## config.mk

```make
export PLATFORM = sky130hd
export DESIGN_NAME = emi_top
export DESIGN_NICKNAME = d
export VERILOG_FILES = /design/src/emi_pkg.sv /design/src/emi_regs.sv /design/src/emi_route.sv /design/src/emi_top.sv
export SDC_FILE = /design/constraint.sdc
export NUM_CORES = 1
export LEC_CHECK = 0
export BUFFER_PORTS_ARGS = -buffer_cell sky130_fd_sc_hd__buf_2
export CORE_MARGIN = 2
export CORE_UTILIZATION = 53
export CTS_CLUSTER_DIAMETER = 50
export DETAILED_ROUTE_END_ITERATION = 8
export HOLD_SLACK_MARGIN = 0.12
export PLACE_DENSITY = 0.76
export SETUP_SLACK_MARGIN = 0.02
export SLEW_MARGIN = 20
export SYNTH_ARGS = -nofsm -noshare
export SYNTH_HDL_FRONTEND = slang
export SYNTH_SLANG_ARGS = --single-unit
export TNS_END_PERCENT = 20
```

## constraint.sdc

```tcl
create_clock -name core_clk -period 2.5 [get_ports core_clk]
set_clock_uncertainty 0.2 [all_clocks]
set_input_delay 0.375 -clock core_clk [delete_from_list [all_inputs] [get_ports core_clk]]
set_output_delay 0.375 -clock core_clk [all_outputs]
set_load 0.01 [all_outputs]
```

## src/emi_pkg.sv

```systemverilog
// External memory interface package: register map, field layout, reset values, types.
// Assumes a single core clock domain; registers reached over a plain strobe port.
package emi_pkg;

    // ------------------------------------------------------------
    // Register map
    // ------------------------------------------------------------
    localparam logic [7:0] EMI_ADDR_PAGE   = 8'haa;
    localparam logic [7:0] EMI_ADDR_CONFIG = 8'hc7;
    localparam logic [7:0] EMI_ADDR_TIMING = 8'hf7;
    localparam logic [7:0] EMI_ADDR_STATUS = 8'hc8;

    localparam logic [7:0] EMI_RST_PAGE   = 8'h00;
    localparam logic [4:0] EMI_RST_CONFIG = 5'h03;
    localparam logic [7:0] EMI_RST_TIMING = 8'hff;

    // ------------------------------------------------------------
    // Field positions
    // ------------------------------------------------------------
    localparam int EMI_CFG_MUX_BIT  = 4;
    localparam int EMI_CFG_MODE_LO  = 2;
    localparam int EMI_CFG_LATCH_LO = 0;
    localparam int EMI_TC_SETUP_LO  = 6;
    localparam int EMI_TC_WIDTH_LO  = 2;
    localparam int EMI_TC_HOLD_LO   = 0;

    // On-chip RAM: 1k bytes, ten address bits
    localparam int EMI_ONCHIP_BITS = 10;

    // Fixed overhead of an off-chip move beyond the programmed counts
    localparam logic [5:0] EMI_MOVE_OVERHEAD = 6'h04;

    typedef enum logic [1:0] {
        EMI_MODE_INTERNAL,
        EMI_MODE_SPLIT_NOBANK,
        EMI_MODE_SPLIT_BANK,
        EMI_MODE_EXTERNAL
    } emi_mode_t;

    typedef enum {
        EMI_ST_IDLE,
        EMI_ST_LATCH_HI,
        EMI_ST_LATCH_LO,
        EMI_ST_SETUP,
        EMI_ST_STROBE,
        EMI_ST_HOLD,
        EMI_ST_TAIL
    } emi_state_t;

    // Request from the core for one external data move
    typedef struct packed {
        logic        wide;
        logic        write;
        logic [15:0] ptr;
        logic [7:0]  index;
        logic [7:0]  wdata;
    } emi_req_t;

    // Decoded routing of one move
    typedef struct packed {
        logic        offchip;
        logic        drive_high;
        logic [15:0] addr;
    } emi_route_t;

    // Pin group: output, enable (low = driving)
    typedef struct packed {
        logic [7:0] ad_o;
        logic [7:0] ad_oe_n;
        logic [7:0] ah_o;
        logic [7:0] ah_oe_n;
        logic [7:0] al_o;
        logic [7:0] al_oe_n;
        logic       rd_n;
        logic       wr_n;
        logic       ale;
        logic       claim;
    } emi_pins_t;

endpackage

```

## src/emi_regs.sv

```systemverilog
// Register file: page select, configuration, timing control, status.
// Assumes one-cycle strobes, never both at once; read data one cycle later.
`timescale 1ns/100ps
`default_nettype none
module emi_regs
    import emi_pkg::*;
(
    // Clock and reset
    input  wire logic       core_clk,
    input  wire logic       resetn,
    // Register port
    input  wire logic [7:0] reg_addr,
    input  wire logic [7:0] reg_wdata,
    input  wire logic       reg_wr,
    input  wire logic       reg_rd,
    output logic [7:0]      reg_rdata,
    // Status in
    input  wire logic [7:0] status,
    // Values out
    output logic [7:0]      page,
    output logic [4:0]      config_bits,
    output logic [7:0]      timing
);

    typedef struct packed {
        logic [7:0] page;
        logic [4:0] cfg;
        logic [7:0] tc;
        logic [7:0] rdata;
    } emi_regs_state_t;

    emi_regs_state_t s_r;
    emi_regs_state_t s_nxt;

    always_comb
    begin
        s_nxt = s_r;
        s_nxt.rdata = 8'h00;
        if (reg_wr)
        begin
            if (reg_addr == EMI_ADDR_PAGE)
                s_nxt.page = reg_wdata;
            else if (reg_addr == EMI_ADDR_CONFIG)
                s_nxt.cfg = reg_wdata[4:0];
            else if (reg_addr == EMI_ADDR_TIMING)
                s_nxt.tc = reg_wdata;
        end
        if (reg_rd)
        begin
            if (reg_addr == EMI_ADDR_PAGE)
                s_nxt.rdata = s_r.page;
            else if (reg_addr == EMI_ADDR_CONFIG)
                s_nxt.rdata = {3'h0, s_r.cfg};
            else if (reg_addr == EMI_ADDR_TIMING)
                s_nxt.rdata = s_r.tc;
            else if (reg_addr == EMI_ADDR_STATUS)
                s_nxt.rdata = status;
        end
    end

    always_ff @(posedge core_clk or negedge resetn)
    begin
        if (!resetn)
        begin
            s_r.page  <= EMI_RST_PAGE;
            s_r.cfg   <= EMI_RST_CONFIG;
            s_r.tc    <= EMI_RST_TIMING;
            s_r.rdata <= 8'h00;
        end
        else
            s_r <= s_nxt;
    end

    assign reg_rdata   = s_r.rdata;
    assign page        = s_r.page;
    assign config_bits = s_r.cfg;
    assign timing      = s_r.tc;

endmodule
`default_nettype wire

```

## src/emi_route.sv

```systemverilog
// Address steering for one external data move.
// Assumes request fields are stable while start is high.
`timescale 1ns/100ps
`default_nettype none
module emi_route
    import emi_pkg::*;
(
    // Configuration
    input  wire emi_mode_t  mode,
    input  wire logic [7:0] page,
    // Request
    input  wire emi_req_t   req,
    // Result
    output emi_route_t      route
);

    logic [15:0] eff;
    logic        above;

    always_comb
    begin
        eff   = req.wide ? req.ptr : {page, req.index};
        above = |eff[15:EMI_ONCHIP_BITS];
        route = '0;
        case (mode)
            EMI_MODE_INTERNAL:
            begin
                route.offchip    = 1'b0;
                route.drive_high = 1'b0;
                route.addr       = {6'h00, eff[EMI_ONCHIP_BITS-1:0]};
            end
            EMI_MODE_SPLIT_NOBANK:
            begin
                route.offchip    = above;
                route.drive_high = req.wide;
                route.addr       = eff;
            end
            EMI_MODE_SPLIT_BANK:
            begin
                route.offchip    = above;
                route.drive_high = 1'b1;
                route.addr       = eff;
            end
            default:
            begin
                route.offchip    = 1'b1;
                route.drive_high = req.wide;
                route.addr       = req.wide ? req.ptr : {8'h00, req.index};
            end
        endcase
    end

endmodule
`default_nettype wire

```

## src/emi_top.sv

```systemverilog
// External memory interface: register file, address steering and strobe sequencer.
// Assumes the core pulses a move request for one cycle; pin inputs are asynchronous.
//
// Chosen here: the address-and-strobe port.
`timescale 1ns/100ps
`default_nettype none
module emi_top
    import emi_pkg::*;
(
    // Clock and reset
    input  wire logic       core_clk,
    input  wire logic       resetn,
    // Register port
    input  wire logic [7:0] reg_addr,
    input  wire logic [7:0] reg_wdata,
    input  wire logic       reg_wr,
    input  wire logic       reg_rd,
    output logic [7:0]      reg_rdata,
    // Core data move request
    input  wire logic       mv_start,
    input  wire logic       mv_wide,
    input  wire logic       mv_write,
    input  wire logic [15:0] mv_ptr,
    input  wire logic [7:0] mv_index,
    input  wire logic [7:0] mv_wdata,
    output logic            mv_busy,
    output logic            mv_done,
    output logic            mv_onchip,
    output logic [15:0]     mv_addr,
    output logic [7:0]      mv_rdata,
    // Shared data or address/data pins
    input  wire logic [7:0] ad_i,
    output logic [7:0]      ad_o,
    output logic [7:0]      ad_oe_n,
    // Address high pins
    output logic [7:0]      ah_o,
    output logic [7:0]      ah_oe_n,
    // Address low pins (separate-pin mode)
    output logic [7:0]      al_o,
    output logic [7:0]      al_oe_n,
    // Strobes
    output logic            rd_n,
    output logic            wr_n,
    output logic            ale,
    output logic            pins_claimed
);

    // ------------------------------------------------------------
    // Registers and steering
    // ------------------------------------------------------------
    logic [7:0] page;
    logic [4:0] cfg;
    logic [7:0] tc;
    logic [7:0] status;
    emi_req_t   req;
    emi_route_t route;

    // ------------------------------------------------------------
    // Move request
    // ------------------------------------------------------------
    assign req = '{wide:  mv_wide,
                   write: mv_write,
                   ptr:   mv_ptr,
                   index: mv_index,
                   wdata: mv_wdata};

    emi_regs u_regs (
        .core_clk    (core_clk),
        .resetn      (resetn),
        .reg_addr    (reg_addr),
        .reg_wdata   (reg_wdata),
        .reg_wr      (reg_wr),
        .reg_rd      (reg_rd),
        .reg_rdata   (reg_rdata),
        .status      (status),
        .page        (page),
        .config_bits (cfg),
        .timing      (tc)
    );

    emi_route u_route (
        .mode  (emi_mode_t'(cfg[EMI_CFG_MODE_LO +: 2])),
        .page  (page),
        .req   (req),
        .route (route)
    );

    // ------------------------------------------------------------
    // Pin input synchroniser
    // ------------------------------------------------------------
    logic [7:0] ad_meta_r;
    logic [7:0] ad_sync_r;

    always_ff @(posedge core_clk or negedge resetn)
    begin
        if (!resetn)
        begin
            ad_meta_r <= 8'h00;
            ad_sync_r <= 8'h00;
        end
        else
        begin
            ad_meta_r <= ad_i;
            ad_sync_r <= ad_meta_r;
        end
    end

    // ------------------------------------------------------------
    // Sequencer
    // ------------------------------------------------------------
    typedef struct packed {
        emi_state_t  st;
        logic [3:0]  cnt;
        logic        write;
        logic        mux;
        logic        drive_high;
        logic [15:0] addr;
        logic [7:0]  wdata;
        logic [7:0]  rdata;
        logic        busy;
        logic        done;
        logic        onchip;
        logic        last_off;
        logic [1:0]  cap;
        emi_pins_t   pins;
    } emi_top_state_t;

    emi_top_state_t s_r;
    emi_top_state_t s_nxt;

    // ------------------------------------------------------------
    // Timing fields
    // ------------------------------------------------------------
    logic [1:0] setup_cnt;
    logic [3:0] width_cnt;
    logic [1:0] hold_cnt;
    logic [1:0] latch_cnt;

    assign setup_cnt = tc[EMI_TC_SETUP_LO +: 2];
    assign width_cnt = tc[EMI_TC_WIDTH_LO +: 4];
    assign hold_cnt  = tc[EMI_TC_HOLD_LO +: 2];
    assign latch_cnt = cfg[EMI_CFG_LATCH_LO +: 2];

    always_comb
    begin
        s_nxt = s_r;
        s_nxt.done = 1'b0;
        s_nxt.cnt  = s_r.cnt - 4'h1;
        s_nxt.cap  = {s_r.cap[0], 1'b0};
        case (s_r.st)
            EMI_ST_IDLE:
            begin
                if (mv_start)
                begin
                    s_nxt.addr       = route.addr;
                    s_nxt.write      = mv_write;
                    s_nxt.wdata      = mv_wdata;
                    s_nxt.onchip     = !route.offchip;
                    s_nxt.drive_high = route.drive_high;
                    s_nxt.mux        = !cfg[EMI_CFG_MUX_BIT];
                    if (!route.offchip)
                        s_nxt.done = 1'b1;
                    else
                    begin
                        s_nxt.busy       = 1'b1;
                        s_nxt.pins.claim = 1'b1;
                        s_nxt.pins.ah_o  = route.addr[15:8];
                        s_nxt.pins.ah_oe_n = route.drive_high ? 8'h00 : 8'hff;
                        if (!cfg[EMI_CFG_MUX_BIT])
                        begin
                            s_nxt.st           = EMI_ST_LATCH_HI;
                            s_nxt.cnt          = {2'b00, latch_cnt};
                            s_nxt.pins.ale     = 1'b1;
                            s_nxt.pins.ad_o    = route.addr[7:0];
                            s_nxt.pins.ad_oe_n = 8'h00;
                        end
                        else
                        begin
                            s_nxt.st           = EMI_ST_SETUP;
                            s_nxt.cnt          = {2'b00, setup_cnt};
                            s_nxt.pins.al_o    = route.addr[7:0];
                            s_nxt.pins.al_oe_n = 8'h00;
                        end
                    end
                end
            end
            EMI_ST_LATCH_HI:
            begin
                if (s_r.cnt == 4'h0)
                begin
                    s_nxt.st       = EMI_ST_LATCH_LO;
                    s_nxt.cnt      = {2'b00, latch_cnt};
                    s_nxt.pins.ale = 1'b0;
                end
            end
            EMI_ST_LATCH_LO:
            begin
                if (s_r.cnt == 4'h0)
                begin
                    s_nxt.st           = EMI_ST_SETUP;
                    s_nxt.cnt          = {2'b00, setup_cnt};
                    s_nxt.pins.ad_oe_n = 8'hff;
                end
            end
            EMI_ST_SETUP:
            begin
                if (s_r.cnt == 4'h0)
                begin
                    s_nxt.st           = EMI_ST_STROBE;
                    s_nxt.cnt          = width_cnt;
                    s_nxt.pins.rd_n    = s_r.write;
                    s_nxt.pins.wr_n    = !s_r.write;
                    s_nxt.pins.ad_o    = s_r.wdata;
                    s_nxt.pins.ad_oe_n = s_r.write ? 8'h00 : 8'hff;
                end
            end
            EMI_ST_STROBE:
            begin
                if (s_r.cnt == 4'h0)
                begin
                    s_nxt.st        = EMI_ST_HOLD;
                    s_nxt.cnt       = {2'b00, hold_cnt};
                    s_nxt.pins.rd_n = 1'b1;
                    s_nxt.pins.wr_n = 1'b1;
                    s_nxt.cap[0]    = !s_r.write;
                end
            end
            EMI_ST_HOLD:
            begin
                if (s_r.cnt == 4'h0)
                begin
                    s_nxt.st  = EMI_ST_TAIL;
                    s_nxt.cnt = 4'h1;
                end
            end
            default:
            begin
                if (s_r.cnt == 4'h0)
                begin
                    s_nxt.st       = EMI_ST_IDLE;
                    s_nxt.busy     = 1'b0;
                    s_nxt.done     = 1'b1;
                    s_nxt.last_off = 1'b1;
                    s_nxt.pins     = '{ad_o:    8'h00,
                                       ad_oe_n: 8'hff,
                                       ah_o:    8'h00,
                                       ah_oe_n: 8'hff,
                                       al_o:    8'h00,
                                       al_oe_n: 8'hff,
                                       rd_n:    1'b1,
                                       wr_n:    1'b1,
                                       ale:     1'b0,
                                       claim:   1'b0};
                end
            end
        endcase

        // Pins sampled at the last strobe edge arrive two cycles later through the synchroniser
        if (s_r.cap[1])
            s_nxt.rdata = ad_sync_r;
    end

    // ------------------------------------------------------------
    // State register
    // ------------------------------------------------------------
    always_ff @(posedge core_clk or negedge resetn)
    begin
        if (!resetn)
        begin
            s_r          <= '0;
            s_r.st       <= EMI_ST_IDLE;
            s_r.pins.ad_oe_n <= 8'hff;
            s_r.pins.ah_oe_n <= 8'hff;
            s_r.pins.al_oe_n <= 8'hff;
            s_r.pins.rd_n <= 1'b1;
            s_r.pins.wr_n <= 1'b1;
        end
        else
            s_r <= s_nxt;
    end

    // ------------------------------------------------------------
    // Status
    // ------------------------------------------------------------
    assign status = {5'h00, s_r.last_off, s_r.pins.claim, s_r.busy};

    // ------------------------------------------------------------
    // Outputs
    // ------------------------------------------------------------
    assign mv_busy      = s_r.busy;
    assign mv_done      = s_r.done;
    assign mv_onchip    = s_r.onchip;
    assign mv_addr      = s_r.addr;
    assign mv_rdata     = s_r.rdata;
    assign ad_o         = s_r.pins.ad_o;
    assign ad_oe_n      = s_r.pins.ad_oe_n;
    assign ah_o         = s_r.pins.ah_o;
    assign ah_oe_n      = s_r.pins.ah_oe_n;
    assign al_o         = s_r.pins.al_o;
    assign al_oe_n      = s_r.pins.al_oe_n;
    assign rd_n         = s_r.pins.rd_n;
    assign wr_n         = s_r.pins.wr_n;
    assign ale          = s_r.pins.ale;
    assign pins_claimed = s_r.pins.claim;

endmodule
`default_nettype wire

```

==> results.py, run 1 <==
metrics = {
    "status": {
        "status": "finished, final reports clean",
    },
    "finish": {
        "final_nets": 724,
        "area_growth_syn_to_layout_pct": 29.0,
        "diodes": 0,
        "finalInstanceArea_sq_um": 7420,
        "regArea_sq_um": 3070,
        "final_common_cell": "buf_2",
        "layout_common_cells": "buf_2, dfrtp_1, dlygate4sd3_1, nand2_1",
        "multi_input_area_sq_um": 2030,
        "drive_gt1_share_pct": 40.9,
        "fillers": 740,
    },
    "global_routing": {
        "track_usage_pct": 24.2,
        "grt_max_degree": 45,
        "antenna_found_initial": 0,
        "globalRouteOverflowTotal": 0,
        "grt_pass1_vias": 4234,
        "grt_pass1_wl_um": 21400,
    },
    "sta": {
        "setup_tns_ns": 0,
        "hold-worst-slack_ns": 0.142,
        "max_freq_mhz": 413,
        "relSlewSlack_pct": 60.0,
        "fin_ws_ns": 0.0813,
        "hold_violations": 0,
        "grt_setup_unrepaired": "yes",
        "fin_crit_sh_pct": 96.7,
        "fin_crit_ns": 2.42,
        "final_max_slew_viol_count": 0,
        "tightest_slew_ns": 0.600,
        "finalSetupViolations": 0,
    },
    "floorplanning": {
        "io_pins": 150,
        "die_width_um": 108,
        "core_sq_um": 10700,
        "start_util_pct": 53.8,
        "die_area_sq_um": 11700,
        "die_y_um": 108,
        "row_count": 38,
    },
    "routing": {
        "dr.pass1.iters": 5,
        "drt-vias-per-instance": 5.44,
        "finalWirelength_um": 13800,
        "wl_per_cell_um": 16.9,
        "ant_nets": 0,
        "vias": 4422,
        "drc_errors": 0,
        "drt_iter0_drc": 303,
    },
    "synthesis": {
        "synth.avg_cell_area_sq_um": 11.3,
        "synthCells": 511,
        "netlist-cell-type-count": 60,
        "synth_area_sq_um": 5760,
        "synth_edf_count": 0,
        "synth_ff_type": "dfrtp_1",
        "synth_seq_area_share_pct": 53.4,
        "synth_fp_nets": 575,
        "yosysWarnings": 0,
        "async_flop_share_pct": 100,
        "ys_seq_elements": 122,
    },
    "worst_hold_path": {
        "hold-path-cell-count": 4,
        "hold_class": "input port to flop",
    },
    "worst_setup_path": {
        "cp_max_fo": 8,
        "cp.arrival_ns": 2.62,
        "startpoint_type": "input port",
        "critPathKind": "input port to flop",
        "rr_worst_depth": 7,
        "crit_path_end_kind": "flop",
        "cp.required_ns": 2.71,
    },
    "placement": {
        "placedInstanceArea_sq_um": 6260,
        "pre_cts_slack_ns": -0.0447,
        "hpwlAfterDp_um": 9260,
        "routabilityCongestion": 0.903,
        "portBuffers": 149,
    },
    "clock_tree": {
        "clock-sinks": 122,
        "h-tree-depth": 4,
        "cts_setup_buffers": 0,
        "clk_latency_ns": 0.52,
        "path_clk_slew_ns": 0.06,
        "clock_path_buffers": 2,
        "cts.root.buffer_cell": "clkbuf_8",
        "numCtsBuffers": 17,
        "cts_tree": "built",
    },
    "power_and_ir_drop": {
        "p_leak_nw": 3.71,
        "p_total_mw": 7.56,
        "pwr_density_cell_nw_per_um2": 1020,
        "ir_worst_vdd_mv": 0.527,
    },
    "run": {
        "maxCapViolations": 0,
    },
}
[timing repair]
item                                   in CTS  in global routing
setup endpoints to repair                   0                 14
gates resized for setup                     0                  2
hold buffers                               53                  0
endpoints found under the hold margin     174                  0
[power breakdown]
group          internal, mW  switching, mW
Clock                  1.65          0.900
Sequential             2.47          0.328
Combinational          1.06           1.15
Total                  5.18           2.38
[through the flow]
stage / std cells / utilization (%)
final: 813 / 69.4
after global routing: 813 / 69.4
after CTS: 813 / 69.3
after global placement: 728 / 58.5
after detailed placement: 728 / 58.5
after floorplan: 511 / -
[cells by family after synthesis]
family	after synthesis	share of synthesized area, %
adder cells (fa/ha/maj)	2	0.391
buffers and inverters	101	11.5
XOR/XNOR	2	0.304
multiplexers	57	11.5
AO/OA/AOI/OAI	104	12.0
AND/OR/NAND/NOR	123	11.0
flip-flops	122	53.4
[flip-flops by register name, summed over array words and instances (netlist names), 8 cells and up]
signal            count
s_r                  18
ad_meta_r             8
al_o                  8
u_regs.reg_rdata      8
mv_rdata              8
u_regs.page           8
u_regs.timing         8
ad_sync_r             8
ad_o                  8
ah_o                  8
mv_addr              16
[final timing paths]
path | from | to | slack, ns
setup / recovery | mv_ptr[10] | ad_o[5]$_DFFE_PN0P_ | 0.08
hold / removal | mv_ptr[1] | ad_o[1]$_DFFE_PN0P_ | 0.14
setup reg to reg | u_regs.page[7]$_DFFE_PN0P_ | ad_o[5]$_DFFE_PN0P_ | 0.10
hold reg to reg | ad_meta_r[6]$_DFF_PN0_ | ad_sync_r[6]$_DFF_PN0_ | 0.15
max in group asynchronous | resetn | ah_oe_n[6]$_DFFE_PN1P_ | 1.16
min in group asynchronous | resetn | ad_meta_r[3]$_DFF_PN0_ | 0.22
[final cells by class]
type / instances / area share [%]
sequential: 122 / 41.4
inverter: 7 / 0.354
clock buffer: 18 / 5.77
tap: 140 / 2.36
multi-input combinational: 288 / 27.3
clock inverter: 14 / 2.66
timing repair buffer: 224 / 20.1
[synth_stat cells (2+ instances only)]
library cell	n	area share (%)
dfrtp_1	107	47
buf_4	72	9.4
nand2_1	48	3.1
mux2_2	39	7.6
o21ai_0	39	3.4
nand3_1	25	2.2
dfstp_2	15	6.8
clkbuf_1	14	0.91
nor2_1	14	0.91
a21o_1	13	1.7
a21oi_1	13	1.1
mux2i_1	10	1.7
mux2_4	8	2.1
nor2b_1	7	0.76
a22oi_1	6	0.78
inv_1	6	0.39
buf_2	5	0.43
a22o_1	4	0.61
and2_1	4	0.43
o211ai_1	4	0.52
o22a_1	4	0.61
a211o_1	3	0.46
nor3_1	3	0.26
a211oi_1	2	0.26
a222oi_1	2	0.35
a31oi_1	2	0.22
a41oi_1	2	0.30
and2_0	2	0.22
and3_1	2	0.22
buf_1	2	0.13
nand2b_1	2	0.22
nor3b_1	2	0.26
or4_1	2	0.26
xnor2_1	2	0.30
[worst max-delay path: stages]
cell           delay [ns]
dlygate4sd3_1        0.52
buf_2                0.12
or4_1                0.47
nor4_4               0.23
nor2_2               0.09
o21ai_4              0.17
o22a_1               0.20
buf_12               0.15
mux2_4               0.29
[routing by layer]
| layer | vias to the layer above | track usage, % | share of wire, % |
|---|---|---|---|
| met5 | - | 0 | 0 |
| li1 | 2030 | - | - |
| met2 | 184 | 39.3 | 49 |
| met4 | 0 | 6.87 | 1.3 |
| met3 | 16 | 7.29 | 7.7 |
| met1 | 2192 | 31.5 | 42 |
Power figures use the tool's default switching activity.
==> inputs of run 2 (changes only) <==
--- a/config.mk
+++ b/config.mk
@@ -11,7 +11,7 @@
 export CTS_CLUSTER_DIAMETER = 50
 export DETAILED_ROUTE_END_ITERATION = 8
 export HOLD_SLACK_MARGIN = 0.12
-export PLACE_DENSITY = 0.76
+export PLACE_DENSITY = 0.78
 export SETUP_SLACK_MARGIN = 0.02
 export SLEW_MARGIN = 20
 export SYNTH_ARGS = -nofsm -noshare
==> results.py, run 2 (synthesis gave the netlist of run 1 again) <==
metrics = {
    "placement": {
        "portBuffers": 149,
        "placedInstanceArea_sq_um": 6240,
        "dp_cells": 728,
        "routabilityCongestion": 0.877,
        "pre_cts_slack_ns": -0.0834,
        "hpwlAfterDp_um": 9350,
    },
    "routing": {
        "vias": 4483,
        "finalWirelength_um": 14200,
        "drt-vias-per-instance": 5.53,
        "drt_iter0_drc": 280,
        "top_layer": "met4",
        "wl_met1_um": 5760,
        "wl_per_cell_um": 17.5,
        "drc_errors": 0,
        "met3_length_um": 913,
        "wl_met2_um": 7100,
        "dr.pass1.iters": 5,
        "ant_nets": 0,
    },
    "worst_setup_path": {
        "rr_worst_depth": 7,
        "cp_num_cells": 7,
        "cp.arrival_ns": 2.60,
        "critPathBufInv": 1,
        "r2r-start": "u_regs.page[7]$_DFFE_PN0P_",
        "critPathTopFamily": "simple AND/OR/NAND/NOR gates",
        "cp_max_fo": 8,
        "crit_end": "ad_o[0]$_DFFE_PN0P_",
        "ff2ff_setup_slack_ns": 0.1,
        "cpPeakStageDelay_ns": 0.58,
        "startpoint_type": "flop",
        "crit_start": "u_regs.page[7]$_DFFE_PN0P_",
        "r2r-end": "ad_o[0]$_DFFE_PN0P_",
        "crit_path_cell_trace": "or4_4 > nor4_4 > nor2_2 > o21ai_4 > o22a_1 > buf_12 > mux2_4",
        "critPathSlowestCell": "or4_4",
        "crit_path_end_kind": "flop",
        "critPathKind": "flop to flop",
        "cp.required_ns": 2.70,
    },
    "sta": {
        "hold_violations": 0,
        "finalSetupViolations": 0,
        "max_freq_mhz": 416,
        "grt_setup_unrepaired": "no",
        "fin_crit_sh_pct": 96.1,
        "tightest_slew_ns": 0.499,
        "fin_crit_ns": 2.40,
        "fin_ws_ns": 0.0971,
        "final_max_slew_viol_count": 0,
        "relSlewSlack_pct": 66.7,
    },
    "finish": {
        "final_nets": 722,
        "instances_no_fill": 811,
        "final_common_cell": "buf_2",
        "largest_reg_flops": 18,
        "area_growth_syn_to_layout_pct": 28.7,
        "largest_register": "s_r",
        "layout_common_cells": "buf_2, dfrtp_1, dlygate4sd3_1, nand2_1",
        "diodes": 0,
        "finalInstanceArea_sq_um": 7410,
        "drive_gt1_share_pct": 40.8,
    },
    "worst_hold_path": {
        "hold_class": "flop to flop",
    },
    "clock_tree": {
        "cts.root.buffer_cell": "clkbuf_8",
        "path_clk_slew_ns": 0.06,
        "clock-sinks": 122,
        "numCtsBuffers": 17,
        "cts_tree": "built",
        "clk_latency_ns": 0.52,
        "h-tree-depth": 4,
        "clock_path_buffers": 2,
    },
    "global_routing": {
        "globalRouteOverflowTotal": 0,
        "grt_pass1_wl_um": 22500,
        "grt_max_degree": 52,
        "antenna_found_initial": 0,
        "track_usage_pct": 25.1,
        "grt_pass1_vias": 4412,
    },
    "floorplanning": {
        "die_width_um": 108,
        "row_count": 38,
        "io_pins": 150,
        "start_util_pct": 53.8,
        "core_sq_um": 10700,
        "die_y_um": 108,
        "die_area_sq_um": 11700,
    },
    "power_and_ir_drop": {
        "p_total_mw": 7.60,
        "p_leak_nw": 3.72,
        "pwr_density_cell_nw_per_um2": 1030,
        "ir_worst_vdd_mv": 0.478,
    },
    "status": {
        "status": "finished, final reports clean",
    },
    "run": {
        "maxCapViolations": 0,
    },
}
==> run 2: changes by cell type in the layout (fill, tap and decap cells not counted), sizes merged <==
| cell | delta |
|---|---|
| dlygate4sd3 | -2 |
| clkinv | -2 |
| clkbuf | +1 |
| bufinv | +1 |
| buf | -1 |
| dlymetal6s4s | +1 |
==> run 2: area by class of cell <==
| class | instances | area [sq um] |
|---|---|---|
| repair buffers | 222 | 1470 |
| fillers | 735 | 3290 |
| well taps | 140 | 175 |
| clock buffers | 19 | 432 |
| inverters | 7 | 26.3 |
| flip-flops and latches | 122 | 3070 |
| multi-input cells | 288 | 2030 |
| clock inverters | 13 | 199 |
==> run 2: per-stage QoR <==
| step | util, % | TNS [ns] | hold slack (ns) |
|---|---|---|---|
| CTS | 69.1 | 0 | 0.129 |
| global route | 69.2 | 0 | 0.162 |
| detailed placement | 58.4 | -0.887 | 0.135 |
| floorplan | - | 0 | -0.121 |
| finish | 69.2 | 0 | 0.147 |
| global placement | 58.4 | 0 | 0.131 |
==> run 2: per-layer routing <==
metal,GRT usage (%),up-vias
met1,32.3,2213
li1,-,2020
met3,5.73,46
met5,0,-
met4,9.89,0
met2,41.3,204
==> run 2: report_power, final <==
group | switching, mW | leakage (nW) | internal [mW]
clock network | 0.863 | 0.307 | 1.74
registers | 0.329 | 1.53 | 2.47
logic | 1.16 | 1.88 | 1.05
==> run 2: worst min-delay path by stage <==
stage / from / end / cells past startpoint
after floorplan: resetn / ad_meta_r[0]$_DFF_PN0_ / 0
after global placement: ad_meta_r[2]$_DFF_PN0_ / ad_sync_r[2]$_DFF_PN0_ / 0
after detailed placement: ad_meta_r[1]$_DFF_PN0_ / ad_sync_r[1]$_DFF_PN0_ / 0
after CTS: mv_wide / ah_o[0]$_DFFE_PN0P_ / 3
after global routing: mv_wide / mv_addr[8]$_DFFE_PN0P_ / 3
final: ad_meta_r[1]$_DFF_PN0_ / ad_sync_r[1]$_DFF_PN0_ / 0
==> run 2: worst register-to-register path, delay by kind of cell (launching register included) <==
kind | cells | cell delay (ns)
AND/OR/NAND/NOR | 3 | 0.87
multiplexers | 1 | 0.30
AO/OA/AOI/OAI | 2 | 0.33
flip-flops | 1 | 0.43
buffers and inverters | 1 | 0.15
==> run 2: repair_timing <==
| action | 4_1_cts | 5_1_grt |
|---|---|---|
| setup buffers | 0 | 0 |
| endpoints found under the setup margin | 0 | 15 |
| hold buffers | 52 | 0 |
| endpoints found under the hold margin | 189 | 0 |
| resized for setup | 0 | 4 |
